File: config.mk
export PLATFORM = sky130hd
export DESIGN_NAME = fdv_divider
export DESIGN_NICKNAME = d
export VERILOG_FILES = /design/src/rtl/fdv_pkg.sv /design/src/rtl/fdv_edge.sv /design/src/rtl/fdv_divider.sv
export SDC_FILE = /design/constraint.sdc
export NUM_CORES = 1
export LEC_CHECK = 0
export ABC_AREA = 1
export BUFFER_PORTS_ARGS = -buffer_cell sky130_fd_sc_hd__buf_4
export CAP_MARGIN = 20
export CORE_MARGIN = 5
export CORE_UTILIZATION = 55
export CTS_CLUSTER_SIZE = 8
export DETAILED_ROUTE_END_ITERATION = 6
export GPL_ROUTABILITY_DRIVEN = 0
export PLACE_DENSITY = 0.79
export SETUP_SLACK_MARGIN = 0.15
export SLEW_MARGIN = 0
export SYNTH_ARGS = -nofsm -noshare
export SYNTH_HDL_FRONTEND = slang
export SYNTH_SLANG_ARGS = --single-unit
File: constraint.sdc
create_clock -name core_clk_i -period 6.3 [get_ports core_clk_i]
set_input_delay 0.945 -clock core_clk_i [delete_from_list [all_inputs] [get_ports core_clk_i]]
set_output_delay 0.945 -clock core_clk_i [all_outputs]
set_load 0.01 [all_outputs]
File: src/rtl/fdv_pkg.sv
/*
 * Shared constants of the frequency divider: setting widths, defaults and limits,
 * the counter's rising point and the state encoding.
 * Assumes nothing of its surroundings; it is compiled before every design file.
 */
package fdv_pkg;

    // ************************************************************
    // Widths
    // ************************************************************
    localparam int SET_W = 16;
    localparam int CNT_W = SET_W + 2;

    // ************************************************************
    // Setting defaults and limits
    // ************************************************************
    localparam logic [SET_W-1:0]        RATIO_DEF = 16'h0002;
    localparam logic [SET_W-1:0]        RATIO_MIN = 16'h0001;
    localparam logic [SET_W-1:0]        HIGH_DEF  = 16'h0001;
    localparam logic [SET_W-1:0]        HIGH_MIN  = 16'h0001;
    localparam logic signed [SET_W-1:0] START_DEF = 16'sh0000;

    // ************************************************************
    // Counter constants
    // ************************************************************
    localparam logic signed [CNT_W-1:0] CNT_RISE = 18'sh0_0001;
    localparam logic signed [CNT_W-1:0] CNT_STEP = 18'sh0_0001;
    localparam logic [SET_W-1:0]        EDGE_ONE = 16'h0001;

    // ************************************************************
    // States
    // ************************************************************
    typedef enum logic [1:0] {
        FDV_LOAD = 2'b01,
        FDV_RUN  = 2'b10
    } fdv_state_t;

endpackage : fdv_pkg

File: src/rtl/fdv_edge.sv
/*
 * Rising-edge finder for the divider input.
 * Assumes the input is already synchronous to core_clk_i.
 */
module fdv_edge (
    input  wire logic core_clk_i,
    input  wire logic nrst_i,
    input  wire logic sig_i,
    output logic      rise_o
);

    logic last;
    logic next_last;

    always_comb begin
        next_last = sig_i;
    end

    always_ff @(posedge core_clk_i or negedge nrst_i) begin
        if (!nrst_i) begin
            last <= 1'b0;
        end else begin
            last <= next_last;
        end
    end

    // A falling edge yields no pulse.
    assign rise_o = sig_i & ~last;

endmodule // fdv_edge

File: src/rtl/fdv_divider.sv
/*
 * Frequency divider with programmable ratio, output-high length and
 * counter start value.
 * Assumes freq_in_i and all settings are synchronous to core_clk_i and that
 * the settings are held steady while the divider runs.
 */
module fdv_divider (
    input  wire logic                            core_clk_i,
    input  wire logic                            nrst_i,
    input  wire logic                            freq_in_i,
    input  wire logic [fdv_pkg::SET_W-1:0]       div_ratio_i,
    input  wire logic [fdv_pkg::SET_W-1:0]       high_len_i,
    input  wire logic signed [fdv_pkg::SET_W-1:0] start_val_i,
    input  wire logic                            restart_i,
    output logic                                 freq_out_o,
    output logic                                 started_o,
    output logic [fdv_pkg::SET_W-1:0]            edge_cnt_o
);

    // ************************************************************
    // Helpers
    // ************************************************************
    // A setting below its floor is taken at its floor.
    function automatic logic [fdv_pkg::SET_W-1:0] clamp_min(
        input logic [fdv_pkg::SET_W-1:0] val,
        input logic [fdv_pkg::SET_W-1:0] lim
    );
        clamp_min = (val < lim) ? lim : val;
    endfunction

    function automatic logic signed [fdv_pkg::CNT_W-1:0] widen(
        input logic [fdv_pkg::SET_W-1:0] val
    );
        widen = $signed({{(fdv_pkg::CNT_W - fdv_pkg::SET_W){1'b0}}, val});
    endfunction

    function automatic logic signed [fdv_pkg::CNT_W-1:0] sext_start(
        input logic signed [fdv_pkg::SET_W-1:0] val
    );
        sext_start = $signed({{(fdv_pkg::CNT_W - fdv_pkg::SET_W){val[fdv_pkg::SET_W-1]}}, val});
    endfunction

    // Reaching 1 plus the ratio folds back to the rising point; a start value
    // above the ratio folds there on its first step as well.
    function automatic logic signed [fdv_pkg::CNT_W-1:0] advance(
        input logic signed [fdv_pkg::CNT_W-1:0] cnt,
        input logic signed [fdv_pkg::CNT_W-1:0] wrap
    );
        logic signed [fdv_pkg::CNT_W-1:0] step;
        step    = cnt + fdv_pkg::CNT_STEP;
        advance = (step >= wrap) ? fdv_pkg::CNT_RISE : step;
    endfunction

    function automatic logic at_rise(
        input logic signed [fdv_pkg::CNT_W-1:0] cnt
    );
        at_rise = (cnt == fdv_pkg::CNT_RISE);
    endfunction

    function automatic logic in_window(
        input logic signed [fdv_pkg::CNT_W-1:0] cnt,
        input logic signed [fdv_pkg::CNT_W-1:0] hi_end
    );
        in_window = (cnt >= fdv_pkg::CNT_RISE) && (cnt <= hi_end);
    endfunction

    // ************************************************************
    // Input edges
    // ************************************************************
    logic in_rise;

    fdv_edge u_edge (
        .core_clk_i (core_clk_i),
        .nrst_i     (nrst_i),
        .sig_i      (freq_in_i),
        .rise_o     (in_rise)
    );

    // ************************************************************
    // Effective settings
    // ************************************************************
    logic [fdv_pkg::SET_W-1:0]        ratio_eff;
    logic [fdv_pkg::SET_W-1:0]        high_eff;
    logic signed [fdv_pkg::CNT_W-1:0] wrap_point;
    logic signed [fdv_pkg::CNT_W-1:0] high_end;

    always_comb begin
        ratio_eff  = clamp_min(div_ratio_i, fdv_pkg::RATIO_MIN);
        high_eff   = clamp_min(high_len_i, fdv_pkg::HIGH_MIN);
        wrap_point = fdv_pkg::CNT_RISE + widen(ratio_eff);
        high_end   = widen(high_eff);
    end

    // ************************************************************
    // Counter, output and state
    // ************************************************************
    fdv_pkg::fdv_state_t              state;
    fdv_pkg::fdv_state_t              next_state;
    logic signed [fdv_pkg::CNT_W-1:0] count;
    logic signed [fdv_pkg::CNT_W-1:0] next_count;
    logic                             out_q;
    logic                             next_out;
    logic                             started;
    logic                             next_started;
    logic [fdv_pkg::SET_W-1:0]        edges;
    logic [fdv_pkg::SET_W-1:0]        next_edges;
    logic                             load_now;
    logic                             count_step;

    // The start value is sampled only in the load cycle, so a change to it
    // while running takes effect at the next restart.
    always_comb begin
        load_now   = (state == fdv_pkg::FDV_LOAD);
        count_step = (state == fdv_pkg::FDV_RUN) && !restart_i && in_rise;
    end

    // ************************************************************
    // Sequencing
    // ************************************************************
    always_comb begin
        next_state = state;
        unique case (state)
            fdv_pkg::FDV_LOAD: begin
                next_state = fdv_pkg::FDV_RUN;
            end
            fdv_pkg::FDV_RUN: begin
                if (restart_i) begin
                    next_state = fdv_pkg::FDV_LOAD;
                end
            end
            default: begin
                next_state = fdv_pkg::FDV_LOAD;
            end
        endcase
    end

    always_ff @(posedge core_clk_i or negedge nrst_i) begin
        if (!nrst_i) begin
            state <= fdv_pkg::FDV_LOAD;
        end else begin
            state <= next_state;
        end
    end

    // ************************************************************
    // Counter
    // ************************************************************
    always_comb begin
        next_count = count;
        if (load_now) begin
            next_count = sext_start(start_val_i);
        end else if (count_step) begin
            next_count = advance(count, wrap_point);
        end
    end

    always_ff @(posedge core_clk_i or negedge nrst_i) begin
        if (!nrst_i) begin
            count <= '0;
        end else begin
            count <= next_count;
        end
    end

    // ************************************************************
    // Flags and output
    // ************************************************************
    // Started marks the first arrival at the rising point since the load.
    always_comb begin
        next_started = started;
        if (load_now) begin
            next_started = 1'b0;
        end else if (count_step && at_rise(next_count)) begin
            next_started = 1'b1;
        end
    end

    always_ff @(posedge core_clk_i or negedge nrst_i) begin
        if (!nrst_i) begin
            started <= 1'b0;
        end else begin
            started <= next_started;
        end
    end

    // Gating by the started flag keeps a positive start value that lies inside
    // the high window from raising the output before the first rising point.
    always_comb begin
        next_out = out_q;
        if (load_now) begin
            next_out = 1'b0;
        end else if (count_step) begin
            next_out = next_started && in_window(next_count, high_end);
        end
    end

    always_ff @(posedge core_clk_i or negedge nrst_i) begin
        if (!nrst_i) begin
            out_q <= 1'b0;
        end else begin
            out_q <= next_out;
        end
    end

    // The tally wraps silently once it passes the widest setting value.
    always_comb begin
        next_edges = edges;
        if (load_now) begin
            next_edges = '0;
        end else if (count_step) begin
            next_edges = edges + fdv_pkg::EDGE_ONE;
        end
    end

    always_ff @(posedge core_clk_i or negedge nrst_i) begin
        if (!nrst_i) begin
            edges <= '0;
        end else begin
            edges <= next_edges;
        end
    end

    assign freq_out_o = out_q;
    assign started_o  = started;
    assign edge_cnt_o = edges;

endmodule // fdv_divider

==> results.txt <==
Outcome - finished, final reports clean
Setup Total Neg Slack - 0 ns
Crit path max fanout - 9
Crit path kind - input pin to flop
Worst Skew - 0.0121 ns
Sw frac - 49.1%
Final Max Slew Viols - 0
Arr. time, crit path - 5.96 ns
Sw Pwr - 780 uW
Vias per std cell - 5.29
Fin nets - 687
Syn Inst Count - 524
Max Cap Viol - 0
Synth top area share - 26.3%
Drt first pass iters - 4
DP Cell Count - 663
Int Power - 807 uW
GRT Util Overall - 21.5%
Area delta synth->final - 22.1%
Worst Reg-to-Reg Cells - 29
Synth top area cells - dfrtp_1 (26%), ha_1 (12%), inv_1 (11%)
Hold depth - 1
Initial antenna violation count - 0
Final Cycle Share - 90.8%
Fmax - 175 MHz
Post-Synth Adder-Cell Area - 12.5%
Synth cell types - 41
Final hold violation count - 0
First-pass GRT wire length - 15.1 mm
Post-Syn Nets - 612
Core footprint - 6390 um2
XOR/XNOR Fraction of Synth Area - 6.30%
Flops & latches, synth - 39
Logic pwr share - 61.7%
Worst-path clk slew - 0.08 ns
Post-route minimum period - 5.72 ns
Main combinational cell family by area after synthesis - simple AND/OR/NAND/NOR gates
Post-synth EDFFs - 0
Critical Path RT - 6.54 ns
HP Class - flop to flop
Fill count - 561
CTS buffer count - 5
Async set-or-reset flop fraction in the synthesized netlist - 100%
Post-synthesis compound-gate area fraction - 12.0%
Synth area leader - dfrtp_1
Die W - 91.0 um
Most frequent cells in the layout - inv_1 (108), nand2_1 (106), buf_4 (76)
Rows - 29
Final antenna-violating net count - 0
CTS tree - built
Register area share after synthesis - 27.1%
DR DRC count - 0
Worst path slowest cell - ha_1
IO Count - 70
CTS H-tree lvls - 2
Mux cell area share after synthesis - 0%
RSZ-0062 raised after global routing - no
DR vias - 3581
Clock power share - 14.0%
Lkg Pwr - 0.00233 uW
IO Port Bufs - 69
Number of DRC markers in iteration 0 - 187
Sequential share of power - 24.3%
Worst slew pin tran - 0.765 ns
Proportion of layout cells with a drive suffix above 1 - 19.5%
Global route overflow - 0
Most used DFF post-synth - dfrtp_1
Largest net degree at the start of global routing - 40
Clk root buf - clkbuf_8
Post-Synth Simple-Gate Area - 29.0%
Final setup fails - 0
Average cell area after synthesis - 6.89 um2
Diode count - 0
Routed WL per cell - 13.6 um
Startpoint Class - input pin
Die H - 91.0 um
PwrDens - 360 nW/um2
Die area - 8290 um2
Crit path top cell by count - nand2_1
Post-DP HPWL - 7.14 mm
# hold bufs at CTS - 0
CTS max path bufs - 2
Routed wire length - 9.17 mm
Commonest non-fill, non-tap cell in the layout - inv_1
Slew HR - 49.0%
Vias in the first global route - 3381
Cell Count, Final, Fillers Out - 677
Clk Latency, worst-skew pair - 0.30 ns
Synth warn - 0
Clock sink total - 39
Peak VDD IR - 0.206 mV
Biggest cell delay along the critical path - 0.30 ns
Cell Area, Synth - 3610 um2
Critical Path End Type - flop
Initial Util - 56.6%
==> power groups by stage <==
| stage | sequential (uW) | combinational, uW | clock [uW] |
|---|---|---|---|
| 2_1_floorplan | 370 | 710 | 0 |
| 3_3_place_gp | 384 | 885 | 0 |
| 3_5_place_dp | 386 | 911 | 0 |
| 4_1_cts | 382 | 918 | 225 |
| 5_1_grt | 394 | 1120 | 237 |
| 6_report | 385 | 980 | 222 |
==> worst paths after layout <==
kind | from | end | slack, ns
setup reg to reg | count[0]$_DFF_PN0_ | freq_out_o$_DFFE_PN0P_ | 1.60
min in group asynchronous | nrst_i | edge_cnt_o[13]$_DFFE_PN0P_ | 0.61
hold reg to reg | edge_cnt_o[15]$_DFFE_PN0P_ | edge_cnt_o[15]$_DFFE_PN0P_ | 0.47
max in group asynchronous | nrst_i | state[0]$_DFFE_PN1P_ | 5.33
setup / recovery | div_ratio_i[10] | freq_out_o$_DFFE_PN0P_ | 0.58
hold / removal | edge_cnt_o[15]$_DFFE_PN0P_ | edge_cnt_o[15]$_DFFE_PN0P_ | 0.47
==> timing repair <==
item                                    4_1_cts  5_1_grt
resized for setup                             0       16
buffers inserted                              0        6
endpoints found under the setup margin        0        1
==> registers in the layout, indices dropped and copies added, names as in the netlist <==
| signal | flops |
|---|---|
| freq_out_o | 1 |
| state | 2 |
| u_edge.last | 1 |
| started_o | 1 |
| edge_cnt_o | 16 |
| count | 18 |
==> cells by family (layout without fill, tap and decap cells) <==
family / Yosys count / after routing
simple gates: 232 / 232
xor+xnor: 26 / 26
buf+inv: 118 / 194
fa+ha+maj: 36 / 36
compound gates: 73 / 73
flops: 39 / 39
==> area by class of cell <==
cell class	count	area [um2]	share of cell area (%)
clock buffer	6	82.6	1.87
clock inverter	2	38.8	0.879
inverter	110	413	9.36
multi-input combinational	367	2230	50.6
sequential	39	977	22.2
tap	77	96.3	2.18
timing repair buffer	76	571	12.9
==> critical path: cells and delay by family <==
family                     cells  cell delay [ns]
AOI/OAI and AO/OA              5             0.86
xor gates and xnor gates       1             0.09
adders and majority gates      3             0.81
buffers and inverters          5             0.65
and+or+nand+nor               20             2.60
==> Yosys cell counts, types with 2 or more instances <==
cell type  instances
a211oi_1           5
nor4_1            10
clkbuf_1           4
a21oi_2            6
xor2_1            21
xnor2_1            5
nor3b_1            3
dfrtp_1           38
nand4_1            8
nand2_1          106
nand3_1           22
o21ai_0           26
ha_1              36
a21oi_1           27
nor2_2             3
nand3b_1           3
inv_2              2
or2_2              3
inv_1            108
nor3_1            11
nor2_1            57
==> metrics by stage <==
stage	instance area [um2]	total power, uW	hold slack, ns	utilization [%]	worst slack (ns)
after CTS	4290	1520	0.472	67.2	0.198
after floorplan	3610	1080	0.497	-	0.734
final	4410	1590	0.468	69.1	0.580
after global placement	4170	1270	0.450	65.3	0.267
after global routing	4410	1750	0.489	69.1	0.148
after detailed placement	4170	1300	0.461	65.3	-0.0909
==> routing by layer <==
| metal | vias to the layer above | track usage (%) | wire length, um |
|---|---|---|---|
| met3 | 15 | 3.55 | 509 |
| li1 | 1828 | - | - |
| met4 | 0 | 5.50 | 128 |
| met1 | 1624 | 29.3 | 4150 |
| met2 | 114 | 35.7 | 4390 |
| met5 | - | 0 | 0 |
Note: power is estimated with default switching activity, not from simulation.
